`config.mk`:
```
export PLATFORM = sky130hd
export DESIGN_NAME = crsf_core
export DESIGN_NICKNAME = d
export VERILOG_FILES = /design/src/core/crsf_pkg.sv /design/src/core/crsf_alu.sv /design/src/core/crsf_core.sv
export SDC_FILE = /design/constraint.sdc
export NUM_CORES = 1
export LEC_CHECK = 0
export ABC_CLOCK_PERIOD_IN_PS = 8450
export BUFFER_PORTS_ARGS = -buffer_cell sky130_fd_sc_hd__buf_2
export CAP_MARGIN = 20
export CORE_MARGIN = 2
export CORE_UTILIZATION = 55
export CTS_BUF_LIST = sky130_fd_sc_hd__clkbuf_4
export CTS_CLUSTER_DIAMETER = 100
export DETAILED_ROUTE_END_ITERATION = 10
export PLACE_DENSITY = 0.9
export SLEW_MARGIN = 10
export SYNTH_ARGS = -nofsm -noshare
export SYNTH_HDL_FRONTEND = slang
export SYNTH_SLANG_ARGS = --single-unit
```
`constraint.sdc`:
```
create_clock -name clk -period 8.45 [get_ports clk]
set_input_delay 2.1125 -clock clk [delete_from_list [all_inputs] [get_ports clk]]
set_output_delay 2.1125 -clock clk [all_outputs]
set_load 0.02 [all_outputs]
```
`src/core/crsf_pkg.sv`:
```
// Purpose: Shared constants, types and helpers of the register set and flags block
// Assumes: Single processor clock, synchronous active-low reset
// Notes:   Register indices follow the accumulator, count, data, base ordering
package crsf_pkg;

  // Flag word bit positions
  localparam int FL_CARRY  = 0;
  localparam int FL_PARITY = 2;
  localparam int FL_AUX    = 4;
  localparam int FL_ZERO   = 6;
  localparam int FL_SIGN   = 7;
  localparam int FL_TRAP   = 8;
  localparam int FL_INTEN  = 9;
  localparam int FL_DIR    = 10;
  localparam int FL_OVF    = 11;

  // Masks and reset values
  localparam logic [15:0] FLAGS_RST   = 16'h0000;
  localparam logic [15:0] FLAGS_WMASK = 16'h0fd5;
  localparam logic [15:0] ARITH_MASK  = 16'h08d5;
  localparam logic [15:0] INCDEC_MASK = 16'h08d4;
  localparam logic [15:0] GPR_RST     = 16'h0000;
  localparam logic [15:0] SEG_RST     = 16'h0000;
  localparam logic [15:0] IP_RST      = 16'h0000;
  localparam logic [15:0] MSW_RST     = 16'h0000;
  localparam int          MSW_PE      = 0;

  // General register indices
  localparam logic [2:0] R_ACC  = 3'h0;
  localparam logic [2:0] R_CNT  = 3'h1;
  localparam logic [2:0] R_DAT  = 3'h2;
  localparam logic [2:0] R_BASE = 3'h3;
  localparam logic [2:0] R_BPTR = 3'h5;
  localparam logic [2:0] R_SRCI = 3'h6;
  localparam logic [2:0] R_DSTI = 3'h7;

  // Segment register indices
  localparam logic [1:0] S_EXTRA = 2'h0;
  localparam logic [1:0] S_CODE  = 2'h1;
  localparam logic [1:0] S_STACK = 2'h2;
  localparam logic [1:0] S_DATA  = 2'h3;

  // Address widths per mode
  localparam int REAL_AW = 20;
  localparam int PROT_AW = 24;

  typedef enum logic [3:0] {
    ALU_MOV, ALU_ADD, ALU_ADC, ALU_SUB, ALU_SBB, ALU_CMP, ALU_AND,
    ALU_OR, ALU_XOR, ALU_TEST, ALU_INC, ALU_DEC, ALU_NEG, ALU_NOT
  } crsf_alu_op_t;

  typedef enum logic [1:0] {SRC_REG, SRC_IMM, SRC_MEM} crsf_src_t;
  typedef enum logic       {DST_REG, DST_MEM} crsf_dst_t;

  typedef enum logic [3:0] {
    FC_NONE, FC_STC, FC_CLC, FC_CMC, FC_STD, FC_CLD, FC_STI, FC_CLI, FC_LOAD
  } crsf_flag_cmd_t;

  typedef enum logic [2:0] {
    AM_DIRECT, AM_RIND_BASE, AM_RIND_INDEX, AM_BASED, AM_INDEXED, AM_BIDX, AM_BIDX_DISP
  } crsf_amode_t;

  // One operation request
  typedef struct packed {
    logic         valid;
    logic [1:0]   nops;
    crsf_alu_op_t alu_op;
    logic         word;
    crsf_src_t    src;
    crsf_dst_t    dst;
    logic [2:0]   src_idx;
    logic         src_hi;
    logic [2:0]   dst_idx;
    logic         dst_hi;
    logic [15:0]  imm;
    logic [15:0]  mem_src;
    logic [15:0]  mem_dst;
  } crsf_op_t;

  // One offset calculation request
  typedef struct packed {
    logic        valid;
    crsf_amode_t mode;
    logic        base_bp;
    logic        index_di;
    logic        disp_byte;
    logic [15:0] disp;
    logic        seg_ovr_en;
    logic [1:0]  seg_ovr;
  } crsf_ea_t;

  // Arithmetic result bundle
  typedef struct packed {
    logic [15:0] res;
    logic [15:0] flags;
    logic [15:0] mask;
    logic        write;
  } crsf_result_t;

  // Even count of ones in a byte
  function automatic logic crsf_par_even(input logic [7:0] b);
    return ~^b;
  endfunction : crsf_par_even

endpackage : crsf_pkg

```
`src/core/crsf_alu.sv`:
```
// Purpose: Result and result-flag computation for byte and word operations
// Assumes: Operands arrive zero-extended in the low byte for byte operations
// Notes:   Purely combinational; the caller stores result and flags
`timescale 1ns/10ps
module crsf_alu (
  // Operation
  input  wire crsf_pkg::crsf_alu_op_t alu_op,
  input  wire logic                   word,
  input  wire logic                   cin,
  // Operands
  input  wire logic [15:0]            a,
  input  wire logic [15:0]            b,
  // Result
  output crsf_pkg::crsf_result_t      out
);
  import crsf_pkg::*;

  logic [16:0] s;
  logic [15:0] x;
  logic [15:0] y;
  logic        sub;
  logic        arith;
  logic        msb_r;
  logic        msb_x;
  logic        msb_y;
  logic [15:0] r;

  // Operand selection and sum
  always_comb begin
    x     = a;
    y     = b;
    sub   = 1'b0;
    arith = 1'b1;
    r     = 16'h0000;
    s     = 17'h00000;
    unique case (alu_op)
      ALU_ADD:  s = {1'b0, a} + {1'b0, b};
      ALU_ADC:  s = {1'b0, a} + {1'b0, b} + {16'h0000, cin};
      ALU_SUB,
      ALU_CMP:  begin s = {1'b0, a} - {1'b0, b}; sub = 1'b1; end
      ALU_SBB:  begin s = {1'b0, a} - {1'b0, b} - {16'h0000, cin}; sub = 1'b1; end
      ALU_INC:  begin y = 16'h0001; s = {1'b0, a} + 17'h00001; end
      ALU_DEC:  begin y = 16'h0001; s = {1'b0, a} - 17'h00001; sub = 1'b1; end
      ALU_NEG:  begin x = 16'h0000; y = a; s = 17'h00000 - {1'b0, a}; sub = 1'b1; end
      ALU_AND,
      ALU_TEST: begin arith = 1'b0; r = a & b; end
      ALU_OR:   begin arith = 1'b0; r = a | b; end
      ALU_XOR:  begin arith = 1'b0; r = a ^ b; end
      ALU_NOT:  begin arith = 1'b0; r = ~a; end
      ALU_MOV:  begin arith = 1'b0; r = b; end
      default:  ;
    endcase
    if (arith) r = s[15:0];
    if (!word) r = {8'h00, r[7:0]};
  end

  // Sign bits at the destination width
  assign msb_r = word ? r[15] : r[7];
  assign msb_x = word ? x[15] : x[7];
  assign msb_y = word ? y[15] : y[7];

  // Flags and update mask
  always_comb begin
    out.res   = r;
    out.flags = 16'h0000;
    out.write = !(alu_op inside {ALU_CMP, ALU_TEST});
    out.flags[FL_CARRY]  = arith & (word ? s[16] : s[8]);
    out.flags[FL_PARITY] = crsf_par_even(r[7:0]);
    out.flags[FL_AUX]    = arith & (x[4] ^ y[4] ^ r[4]);
    out.flags[FL_ZERO]   = (r == 16'h0000);
    out.flags[FL_SIGN]   = msb_r;
    out.flags[FL_OVF]    = arith & (sub ? (msb_x != msb_y) & (msb_r != msb_x)
                                        : (msb_x == msb_y) & (msb_r != msb_x));
    if (alu_op inside {ALU_INC, ALU_DEC}) out.mask = INCDEC_MASK;
    else if (alu_op inside {ALU_MOV, ALU_NOT}) out.mask = 16'h0000;
    else out.mask = ARITH_MASK;
  end

endmodule : crsf_alu

```
`src/core/crsf_core.sv`:
```
// Purpose: General, segment, pointer, machine status and flag registers of the core
// Assumes: Requests come from same-clock sequencing logic; the interrupt pin is asynchronous
// Notes:   Every register is a plain flip-flop that holds without any refresh
`timescale 1ns/10ps
module crsf_core (
  // Clock and reset
  input  wire logic                     clk,
  input  wire logic                     rst_n,
  // Operation and flag commands
  input  wire crsf_pkg::crsf_op_t       op_i,
  input  wire crsf_pkg::crsf_flag_cmd_t flag_cmd_i,
  input  wire logic [15:0]              flag_load_i,
  // Offset and address generation
  input  wire crsf_pkg::crsf_ea_t       ea_i,
  input  wire logic [23:0]              seg_base_i,
  // Register access
  input  wire logic [2:0]               rd_idx_i,
  input  wire logic                     rd_word_i,
  input  wire logic                     rd_hi_i,
  input  wire logic                     seg_wr_i,
  input  wire logic [1:0]               seg_idx_i,
  input  wire logic [15:0]              seg_data_i,
  input  wire logic                     msw_wr_i,
  input  wire logic [15:0]              msw_data_i,
  // Sequencing
  input  wire logic [3:0]               ip_adv_i,
  input  wire logic                     ip_load_i,
  input  wire logic [15:0]              ip_data_i,
  input  wire logic                     insn_done_i,
  input  wire logic                     str_step_i,
  input  wire logic                     str_word_i,
  input  wire logic                     intr_req_i,
  // Register views
  output logic [15:0]                   rd_data_q,
  output logic [15:0]                   flags_q,
  output logic [15:0]                   msw_q,
  output logic [15:0]                   ip_q,
  // Memory side
  output logic [15:0]                   ea_off_q,
  output logic [23:0]                   phys_addr_q,
  output logic                          addr_valid_q,
  output logic                          mem_wr_q,
  output logic [15:0]                   mem_wdata_q,
  // Interrupt decisions and errors
  output logic                          trap_take_q,
  output logic                          intr_take_q,
  output logic                          op_bad_q
);
  import crsf_pkg::*;

  logic [15:0]  gpr_q [8];
  logic [15:0]  seg_q [4];
  logic         intr_meta_q;
  logic         intr_sync_q;
  logic [15:0]  opa;
  logic [15:0]  opb;
  logic         op_bad;
  logic         op_go;
  crsf_result_t alu_out;
  logic [15:0]  str_inc;
  logic [15:0]  ea_off_d;
  logic [1:0]   seg_sel;
  logic         take_trap;
  logic         take_intr;
  logic [15:0]  flags_d;

  // Read one operand from register, instruction stream or memory
  function automatic logic [15:0] fetch(input logic [15:0] r, input logic word, input logic hi);
    return word ? r : (hi ? {8'h00, r[15:8]} : {8'h00, r[7:0]});
  endfunction : fetch

  // Byte half splice into a word register
  function automatic logic [15:0] merge(input logic [15:0] cur, input logic [15:0] v,
                                        input logic word, input logic hi);
    return word ? v : (hi ? {v[7:0], cur[7:0]} : {cur[15:8], v[7:0]});
  endfunction : merge

  // High byte halves exist only for the first four registers
  assign op_bad = op_i.valid & ((op_i.nops == 2'd3) |
                  (!op_i.word & op_i.dst == DST_REG & op_i.dst_hi & op_i.dst_idx[2]) |
                  (!op_i.word & op_i.src == SRC_REG & op_i.src_hi & op_i.src_idx[2]));
  assign op_go  = op_i.valid & !op_bad & (op_i.nops != 2'd0);

  // Operand selection for all six two-operand combinations
  always_comb begin
    opa = (op_i.dst == DST_REG) ? fetch(gpr_q[op_i.dst_idx], op_i.word, op_i.dst_hi)
                                : fetch(op_i.mem_dst, op_i.word, 1'b0);
    unique case (op_i.src)
      SRC_REG: opb = fetch(gpr_q[op_i.src_idx], op_i.word, op_i.src_hi);
      SRC_IMM: opb = fetch(op_i.imm, op_i.word, 1'b0);
      SRC_MEM: opb = fetch(op_i.mem_src, op_i.word, 1'b0);
      default: opb = 16'h0000;
    endcase
    if (op_i.nops != 2'd2) opb = 16'h0000;
  end

  crsf_alu u_alu (
    .alu_op (op_i.alu_op),
    .word   (op_i.word),
    .cin    (flags_q[FL_CARRY]),
    .a      (opa),
    .b      (opb),
    .out    (alu_out)
  );

  // Interrupt pin synchroniser
  always_ff @(posedge clk) begin
    if (!rst_n) begin
      intr_meta_q <= 1'b0;
      intr_sync_q <= 1'b0;
    end else begin
      intr_meta_q <= intr_req_i;
      intr_sync_q <= intr_meta_q;
    end
  end

  // String index step by element size; direction is applied at the index update
  assign str_inc = str_word_i ? 16'h0002 : 16'h0001;

  // General registers, held as static flops between any two clocks
  always_ff @(posedge clk) begin
    if (!rst_n) begin
      for (int i = 0; i < 8; i++) gpr_q[i] <= GPR_RST;
    end else begin
      if (str_step_i) begin
        gpr_q[R_SRCI] <= flags_q[FL_DIR] ? gpr_q[R_SRCI] - str_inc : gpr_q[R_SRCI] + str_inc;
        gpr_q[R_DSTI] <= flags_q[FL_DIR] ? gpr_q[R_DSTI] - str_inc : gpr_q[R_DSTI] + str_inc;
      end
      if (op_go && alu_out.write && op_i.dst == DST_REG)
        gpr_q[op_i.dst_idx] <= merge(gpr_q[op_i.dst_idx], alu_out.res, op_i.word, op_i.dst_hi);
    end
  end

  // Memory destination write-back
  always_ff @(posedge clk) begin
    if (!rst_n) begin
      mem_wr_q    <= 1'b0;
      mem_wdata_q <= 16'h0000;
      op_bad_q    <= 1'b0;
    end else begin
      mem_wr_q    <= op_go & alu_out.write & (op_i.dst == DST_MEM);
      mem_wdata_q <= alu_out.res;
      op_bad_q    <= op_bad;
    end
  end

  // Segment, pointer and machine status registers
  always_ff @(posedge clk) begin
    if (!rst_n) begin
      for (int i = 0; i < 4; i++) seg_q[i] <= SEG_RST;
      ip_q  <= IP_RST;
      msw_q <= MSW_RST;
    end else begin
      if (seg_wr_i) seg_q[seg_idx_i] <= seg_data_i;
      if (ip_load_i) ip_q <= ip_data_i;
      else ip_q <= ip_q + {12'h000, ip_adv_i};
      if (msw_wr_i) msw_q <= msw_data_i;
    end
  end

  // Interrupt decisions at instruction end; trap goes before maskable
  assign take_trap = insn_done_i & flags_q[FL_TRAP];
  assign take_intr = insn_done_i & !take_trap & flags_q[FL_INTEN] & intr_sync_q;

  always_ff @(posedge clk) begin
    if (!rst_n) begin
      trap_take_q <= 1'b0;
      intr_take_q <= 1'b0;
    end else begin
      trap_take_q <= take_trap;
      intr_take_q <= take_intr;
    end
  end

  // Flag word next value: result, then command, then interrupt entry
  always_comb begin
    flags_d = flags_q;
    if (op_go) flags_d = (flags_q & ~alu_out.mask) | (alu_out.flags & alu_out.mask);
    unique case (flag_cmd_i)
      FC_STC:  flags_d[FL_CARRY] = 1'b1;
      FC_CLC:  flags_d[FL_CARRY] = 1'b0;
      FC_CMC:  flags_d[FL_CARRY] = ~flags_q[FL_CARRY];
      FC_STD:  flags_d[FL_DIR]   = 1'b1;
      FC_CLD:  flags_d[FL_DIR]   = 1'b0;
      FC_STI:  flags_d[FL_INTEN] = 1'b1;
      FC_CLI:  flags_d[FL_INTEN] = 1'b0;
      FC_LOAD: flags_d = flag_load_i & FLAGS_WMASK;
      default: ;
    endcase
    if (take_trap) flags_d[FL_TRAP] = 1'b0;
    if (take_trap || take_intr) flags_d[FL_INTEN] = 1'b0;
  end

  always_ff @(posedge clk) begin
    if (!rst_n) flags_q <= FLAGS_RST;
    else        flags_q <= flags_d;
  end

  // Offset sum from displacement, base and index
  always_comb begin
    logic [15:0] base;
    logic [15:0] idx;
    logic [15:0] disp;
    base = ea_i.base_bp ? gpr_q[R_BPTR] : gpr_q[R_BASE];
    idx  = ea_i.index_di ? gpr_q[R_DSTI] : gpr_q[R_SRCI];
    disp = ea_i.disp_byte ? {{8{ea_i.disp[7]}}, ea_i.disp[7:0]} : ea_i.disp;
    unique case (ea_i.mode)
      AM_DIRECT:     ea_off_d = disp;
      AM_RIND_BASE:  ea_off_d = base;
      AM_RIND_INDEX: ea_off_d = idx;
      AM_BASED:      ea_off_d = base + disp;
      AM_INDEXED:    ea_off_d = idx + disp;
      AM_BIDX:       ea_off_d = base + idx;
      AM_BIDX_DISP:  ea_off_d = base + idx + disp;
      default:       ea_off_d = 16'h0000;
    endcase
    if (ea_i.seg_ovr_en) seg_sel = ea_i.seg_ovr;
    else if (ea_i.base_bp && ea_i.mode inside {AM_RIND_BASE, AM_BASED, AM_BIDX, AM_BIDX_DISP})
      seg_sel = S_STACK;
    else seg_sel = S_DATA;
  end

  // Physical address per addressing mode of the machine
  always_ff @(posedge clk) begin
    if (!rst_n) begin
      ea_off_q     <= 16'h0000;
      phys_addr_q  <= 24'h000000;
      addr_valid_q <= 1'b0;
    end else begin
      addr_valid_q <= ea_i.valid;
      ea_off_q     <= ea_off_d;
      if (msw_q[MSW_PE])
        phys_addr_q <= seg_base_i + {8'h00, ea_off_d};
      else
        phys_addr_q <= {4'h0, {seg_q[seg_sel], 4'h0} + {4'h0, ea_off_d}};
    end
  end

  // Register read view
  always_ff @(posedge clk) begin
    if (!rst_n) rd_data_q <= 16'h0000;
    else        rd_data_q <= fetch(gpr_q[rd_idx_i], rd_word_i, rd_hi_i & !rd_idx_i[2]);
  end

  // Checks
  logic reg_word_op;
  assign reg_word_op = op_go & alu_out.write & op_i.dst == DST_REG & op_i.word & flag_cmd_i == FC_NONE;

  property p_trap;
    @(posedge clk) disable iff (!rst_n)
      insn_done_i && flags_q[FL_TRAP] |=> trap_take_q && !flags_q[FL_TRAP];
  endproperty
  a_trap: assert property (p_trap) else $error("trap not taken or flag not cleared");

  property p_intr;
    @(posedge clk) disable iff (!rst_n) intr_take_q |-> $past(flags_q[FL_INTEN]) && !flags_q[FL_INTEN];
  endproperty
  a_intr: assert property (p_intr) else $error("maskable taken while disabled");

  property p_dir;
    @(posedge clk) disable iff (!rst_n)
      str_step_i && str_word_i && !op_i.valid && flags_q[FL_DIR] |=> gpr_q[R_SRCI] == $past(gpr_q[R_SRCI]) - 16'h0002;
  endproperty
  a_dir: assert property (p_dir) else $error("string index not decremented");

  property p_zero_sign_par;
    @(posedge clk) disable iff (!rst_n)
      reg_word_op && !take_trap && !str_step_i |=>
        flags_q[FL_ZERO] == (gpr_q[$past(op_i.dst_idx)] == 16'h0000) &&
        flags_q[FL_SIGN] == gpr_q[$past(op_i.dst_idx)][15] &&
        flags_q[FL_PARITY] == ~^gpr_q[$past(op_i.dst_idx)][7:0] || $past(op_i.alu_op) inside {ALU_MOV, ALU_NOT};
  endproperty
  a_zero_sign_par: assert property (p_zero_sign_par) else $error("result flags disagree with register");

  property p_carry;
    @(posedge clk) disable iff (!rst_n)
      op_go && op_i.alu_op == ALU_ADD && op_i.word && flag_cmd_i == FC_NONE |=>
        flags_q[FL_CARRY] == ((17'({1'b0, $past(opa)}) + 17'({1'b0, $past(opb)})) > 17'h0ffff);
  endproperty
  a_carry: assert property (p_carry) else $error("carry flag wrong after word add");

  property p_byte_half;
    @(posedge clk) disable iff (!rst_n)
      op_go && alu_out.write && op_i.dst == DST_REG && !op_i.word && !op_i.dst_hi && !str_step_i |=>
        gpr_q[$past(op_i.dst_idx)][15:8] == $past(gpr_q[op_i.dst_idx][15:8]);
  endproperty
  a_byte_half: assert property (p_byte_half) else $error("byte write disturbed upper half");

  property p_real;
    @(posedge clk) disable iff (!rst_n) ea_i.valid && !msw_q[MSW_PE] |=> phys_addr_q[23:20] == 4'h0;
  endproperty
  a_real: assert property (p_real) else $error("real mode address above one megabyte");

  property p_seg;
    @(posedge clk) disable iff (!rst_n) seg_wr_i |=> seg_q[$past(seg_idx_i)] == $past(seg_data_i);
  endproperty
  a_seg: assert property (p_seg) else $error("segment register not loaded");

  property p_ip;
    @(posedge clk) disable iff (!rst_n) !ip_load_i ##1 !ip_load_i |-> ip_q == $past(ip_q) + 16'($past(ip_adv_i));
  endproperty
  a_ip: assert property (p_ip) else $error("instruction pointer advance wrong");

  c_trap:  cover property (@(posedge clk) disable iff (!rst_n) trap_take_q);
  c_intr:  cover property (@(posedge clk) disable iff (!rst_n) intr_take_q);
  c_mm:    cover property (@(posedge clk) disable iff (!rst_n) op_go && op_i.src == SRC_MEM && op_i.dst == DST_MEM);
  c_prot:  cover property (@(posedge clk) disable iff (!rst_n) ea_i.valid && msw_q[MSW_PE]);

endmodule : crsf_core

```
# --- After elaboration in Yosys (flattened, before gate mapping) ---
# Memories as Yosys holds them, arrays and structs flattened.
# Index checks and enable logic that the tools add are counted.
totals:
  memories: 2
  ram_bits: 192
  regBits: 127
  wordCells: 218
op_classes:
  n_addsub: 18
  bitwise_logic: 44
  n_eq_ne: 36
  n_mux: 64
  reduce_logical: 34
memory_table:
  columns: ["memory", "depth", "word_bits", "rd", "rd_clocked_by_memory_dff", "write_ports", "line", "text"]
  rows:
  - ["gpr_q", 8, 16, 7, 0, 8, "crsf_core.sv:51", "logic [15:0] gpr_q [8];"]
  - ["seg_q", 4, 16, 1, 0, 4, "crsf_core.sv:52", "logic [15:0] seg_q [4];"]
op_table:
  columns: ["op", "n"]
  rows:
  - ["$mux 16", 24]
  - ["$pmux 17 s7", 1]
  - ["$pmux 16 s7", 1]
  - ["$pmux 16 s5", 1]
  - ["$add 16x16->16", 4]
  - ["$pmux 16 s3", 1]
  - ["$add 16x2->16", 2]
  - ["$and 16x16->16", 2]
  - ["$eq 4x3->1 const B", 8]
  - ["$mux 8", 4]
  - ["$not 16->16", 2]
  - ["$or 16x16->16", 2]
  - ["$pmux 16 s2", 1]
  - ["$reduce_or 16->1", 2]
  - ["$sub 16x2->16", 2]
  - ["$eq 4x4->1 const B", 7]
  - ["$and 1x1->1", 25]
  - ["$add 24x16->24", 1]
  - ["$mux 12", 2]
  - ["$mux 1", 21]
  - ["$add 20x16->20", 1]
  - ["$mux 20", 1]
  - ["$add 16x1->17 const B", 1]
  - ["$add 16x16->17", 1]
  - ["41 further kinds", 79]

# --- Longest topological paths before layout ---
# An unclocked memory read counts as a cell.
depth:
  ltp_word: 19
  mapped_depth: 33
  depth_no_buf: 32

# --- Cells and area by module ---
# A second synthesis with hierarchy kept.
unflattened:
  cells_unflattened: 3012
  area_unflattened_um2: 27234.9
by_module_without_submodules:
  columns: ["mod", "area_per_inst_um2", "cells_each", "n_inst", "seq_area_each_um2"]
  rows:
  - ["crsf_core", 21511.9, 2183, 1, 8308.0]
  - ["crsf_alu", 5723.0, 829, 1, 0.0]

# --- Worst setup path after synthesis ---
# OpenSTA, ideal clock, no wires.
synth_timing:
  kind: "input port to flip-flop"
  start: "in ea_i[21] in the netlist's numbering"
  end: "reg phys_addr_q[17]"
  setup_time_ns: 0.086
  path_stages: 30
  required_ns: 8.364
  path_slack_ns: -0.235
  arrival_ns: 8.599
  path_cell_list: "clkbuf_1 buf_1 mux2_2 ha_1 inv_1 fa_1 nor2b_1 o21ai_0 a21boi_0 o21ai_0 a21boi_0 o21a_1 o31a_1 o41a_1 xor2_1 mux2i_1 a21oi_1 ha_1 nand3_1 a2111o_1 nand3_1 or3b_2 o2111a_1 a211o_1 ha_1 or3_1 o31ai_1 o21ai_0 and3_1 a211oi_1"
synth_between:
  elab_chain_cells: 6
  elab_cells_between_ends: 12
synth_rtl:
  columns: ["element", "line", "text"]
  rows:
  - ["from (decl)", "crsf_core.sv:14", "input wire crsf_pkg::crsf_ea_t ea_i,"]
  - ["$mux 16 (*)", "crsf_core.sv:204", "base = ea_i.base_bp ? gpr_q[R_BPTR] : gpr_q[R_BASE];"]
  - ["$add 16x16->16", "crsf_core.sv:213, crsf_core.sv:214", null]
  - ["$add 16x16->16", "crsf_core.sv:214", "AM_BIDX_DISP: ea_off_d = base + idx + disp;"]
  - ["$pmux 16 s7 (*)", "crsf_core.sv:207", "unique case (ea_i.mode)"]
  - ["via ea_off_d[15]", "crsf_core.sv:61", "logic [15:0] ea_off_d;"]
  - ["$add 24x16->24 / $add 20x16->20 (equally long branches)", "crsf_core.sv:233, crsf_core.sv:235", null]
  - ["$mux 20 (*)", "crsf_core.sv:232", "if (msw_q[MSW_PE])"]
  - ["to (signal assigned)", "crsf_core.sv:233", "phys_addr_q <= seg_base_i + {8'h00, ea_off_d};"]
  - ["to (signal assigned)", "crsf_core.sv:235", "phys_addr_q <= {4'h0, {seg_q[seg_sel], 4'h0} + {4'h0, ea_off_d}};"]
  - ["to (decl)", "crsf_core.sv:40", "output logic [23:0] phys_addr_q,"]
# The timed path passes the listed nets; every way through them passes the cells marked *.
# A chain may end at the register's enable or synchronous reset.

# --- Final worst setup path ---
layout_timing:
  start: "in ea_i[21] in the netlist's numbering"
  end: "reg phys_addr_q[19]"
# The elaborated chain is that of the path after synthesis.

==> summary.md <==
| Metric | Value |
|---|---|
| DRC viols | `0` |
| Die Y | `223 µm` |
| Crit path capture type | `register` |
| Final wirelength | `99900 µm` |
| CP Data Required Time | `9.17 ns` |
| Vias in the first global route | `26000` |
| Dpl cells | `3913` |
| Fraction of final layout cells sized beyond drive strength 1 | `24.0%` |
| Final RePlAce weighted congestion | `1.05` |
| CTS Hold Bufs | `0` |
| Sw frac | `38.3%` |
| Comb power frac | `38.8%` |
| Final Hold Vio Count | `0` |
| FILL cells | `3805` |
| # IOs | `330` |
| Number of flops mapped to enable cells by yosys | `192` |
| Initial antenna violation count | `11` |
| Max clock buf depth | `3` |
| CTS HTree Levels | `3` |
| VDD IR max | `0.152 mV` |
| Synth Area per Inst | `8.99 µm²` |
| Chip width | `223 µm` |
| Largest net degree at the start of global routing | `69` |
| Cells after synthesis | `2944` |
| Final min period | `7.89 ns` |
| #FFs+latches synth | `312` |
| Power Density | `170 nW/µm²` |
| DP Wirelength | `75100 µm` |
| Root buf cell | `clkbuf_4` |
| Switching power | `2.00 mW` |
| Post-CTS Setup Bufs | `0` |
| Antenna Violating Nets Remaining | `0` |
| Int Power | `3.22 mW` |
| HP Class | `register to register` |
| Global-route wire length before repair | `150000 µm` |
| Share of power burned in registers | `34.9%` |
| Pins Over Slew Limit | `0` |
| CTS Buf Count | `84` |
| Clk_skew | `0.106 ns` |
| Setup CP Type | `input port to register` |
| Ys Warns | `0` |
| Max-cap violations | `0` |
| Congestion Overflow GR | `0` |
| Clock Pin Slew Worst Setup and Hold Paths | `0.06 ns` |
| Skew-Pair Late Insertion Delay | `0.88 ns` |
| Dpl ws | `-0.112 ns` |
| CTS tree | `done` |
| Setup ws final | `0.563 ns` |
| Slew headroom | `24.2%` |
| Most frequent cells in the layout | `nor2_1 (372), buf_2 (315), nand2_1 (206)` |
| Max stage delay on crit path | `0.46 ns` |
| Detailed Route Iter0 Violations | `3532` |
| Slowest cell on the critical path | `or3b_2` |
| WL per Instance | `24.6 µm` |
| Post-synth top flop | `edfxtp_1` |
| Core area | `47600 µm²` |
| Leak | `13.3 nW` |
| Nets | `3764` |
| Worst Max-Slew Pin Slew | `1.13 ns` |
| Area Overhead vs Synth | `16.0%` |
| Via count | `27000` |
| GRT Overall Usage | `39.2%` |
| Worst EP arrival | `8.61 ns` |
| Die area | `49900 µm²` |
| Starting Density | `55.6%` |
| Post-Layout Cell Count | `4068` |
| RSZ-0062 raised after global routing | `false` |
| Clock Power Share | `26.3%` |
| Final setup viols | `0` |
| Netlist cell types | `101` |
| Maximum clock rate | `0.127 GHz` |
| DR vias/cell | `6.64` |
| Sequential-to-total area share from yosys stat | `30.9%` |
| Status | `complete, no violations` |
| Post-cts sizing count | `0` |
| Fin crit share | `93.3%` |
| DRT Pass-1 Iters | `6` |
| Synth Cell Area | `26500 µm²` |
| Clk sink count | `312` |
| Post-synthesis async set-or-reset flop share | `0%` |
| Commonest non-fill, non-tap cell in the layout | `nor2_1` |
| IO Port Bufs | `315` |
| Startpoint Class | `input port` |
| # rows | `80` |
| Max Fanout on Critical Path | `4` |
## cells by family (layout without fill, tap and decap cells)
group           after synthesis  count (layout)  share of synthesized area, %
simple gates               1045            1045                          19.2
compound gates              747             747                          19.0
flops                       312             312                          30.9
buf+inv                     286             779                          4.40
mux                         233             233                          13.2
fa+ha+maj                   174             174                          8.51
xor+xnor                    146             146                          4.83
other cells                   1              17                        0.0142
## worst paths after layout
| path | cells past startpoint | from | end | slack (ns) |
|---|---|---|---|---|
| worst max register to register | 32 | gpr_q[6][0]$_DFFE_PP_ | phys_addr_q[19]$_SDFF_PN0_ | 1.52 |
| worst max-delay path | 30 | ea_i[21] | phys_addr_q[19]$_SDFF_PN0_ | 0.56 |
| worst min-delay path | 1 | intr_meta_q$_SDFF_PN0_ | intr_sync_q$_SDFF_PN0_ | 0.45 |
| worst min register to register | 1 | intr_meta_q$_SDFF_PN0_ | intr_sync_q$_SDFF_PN0_ | 0.45 |
## Yosys cell counts (all sizes together) (10+ instances only)
cell type | n | area, µm²
o21a | 20 | 150
and3 | 47 | 294
a21boi | 14 | 116
a2111oi | 12 | 105
o21bai | 13 | 97.6
nand2 | 206 | 773
mux2 | 53 | 601
a221oi | 33 | 295
and2 | 87 | 544
a21o | 26 | 195
a31oi | 20 | 140
ha | 164 | 2050
a211o | 16 | 140
edfxtp | 192 | 5770
xnor2 | 105 | 920
dfxtp | 120 | 2400
nor4 | 17 | 140
a21oi | 192 | 976
o211ai | 15 | 113
or3 | 20 | 125
nor2b | 50 | 313
or2 | 17 | 106
a221o | 14 | 140
clkbuf | 106 | 398
nand3 | 53 | 275
a22oi | 13 | 97.6
nand2b | 43 | 269
o221ai | 14 | 123
nor3 | 65 | 325
o31ai | 18 | 135
xor2 | 41 | 359
mux2i | 94 | 953
o22ai | 42 | 263
nand4 | 17 | 113
inv | 122 | 458
nand3b | 13 | 97.6
buf | 52 | 287
o21ai | 148 | 744
nor2 | 372 | 1400
nor3b | 11 | 82.6
fa | 10 | 200
a211oi | 56 | 425
mux4 | 86 | 1940
## power groups by stage
stage	sequential, mW	clock [mW]	combinational [mW]
floorplan	1.89	0	1.18
global placement	1.84	0	1.90
detailed placement	1.84	0	1.94
CTS	1.81	1.37	1.96
global route	1.82	1.44	2.15
finish	1.82	1.37	2.03
## cell type report
| class | count | area (µm²) | area share, % |
|---|---|---|---|
| well taps | 615 | 769 | 2.51 |
| multi-input cells | 2352 | 17200 | 56.0 |
| diodes | 10 | 25.0 | 0.0815 |
| clock buffers | 116 | 871 | 2.84 |
| flip-flops and latches | 312 | 8170 | 26.6 |
| repair buffers | 507 | 3060 | 9.95 |
| clock inverters | 28 | 160 | 0.521 |
| inverters | 128 | 480 | 1.56 |
## through the flow
| stage | cell area (µm²) | total power, mW | util [%] | hold WS [ns] | setup TNS, ns |
|---|---|---|---|---|---|
| detailed placement | 29700 | 3.79 | 62.2 | 0.434 | -0.316 |
| CTS | 30700 | 5.14 | 64.4 | 0.452 | 0 |
| global route | 30700 | 5.42 | 64.5 | 0.476 | 0 |
| floorplan | 26500 | 3.07 | - | 0.412 | 0 |
| global placement | 29700 | 3.74 | 62.2 | 0.416 | -0.0376 |
| finish | 30700 | 5.22 | 64.5 | 0.451 | 0 |
## critical path: cells and delay by family
family | cells | cell delay, ns
xor gates and xnor gates | 2 | 0.29
adders and majority gates | 4 | 0.98
and+or+nand+nor | 2 | 0.51
buffers and inverters | 5 | 0.78
muxes | 2 | 0.51
AOI/OAI and AO/OA | 15 | 3.41
## flip-flops by register name, summed over array words and instances (netlist names), 3 cells and up, named ones only
name	count
ea_off_q	16
phys_addr_q	24
seg_q	64
flags_q	3
gpr_q	128
mem_wdata_q	16
rd_data_q	16
ip_q	16
msw_q	16
## routing by layer
layer,up-vias,track usage (%),share of wire [%]
met5,-,0,0.025
met4,4,27.5,8.1
met3,510,11.1,13
met2,2047,61.3,44
met1,12500,46.6,35
li1,11900,-,-
(Power assumes the default switching activity.)
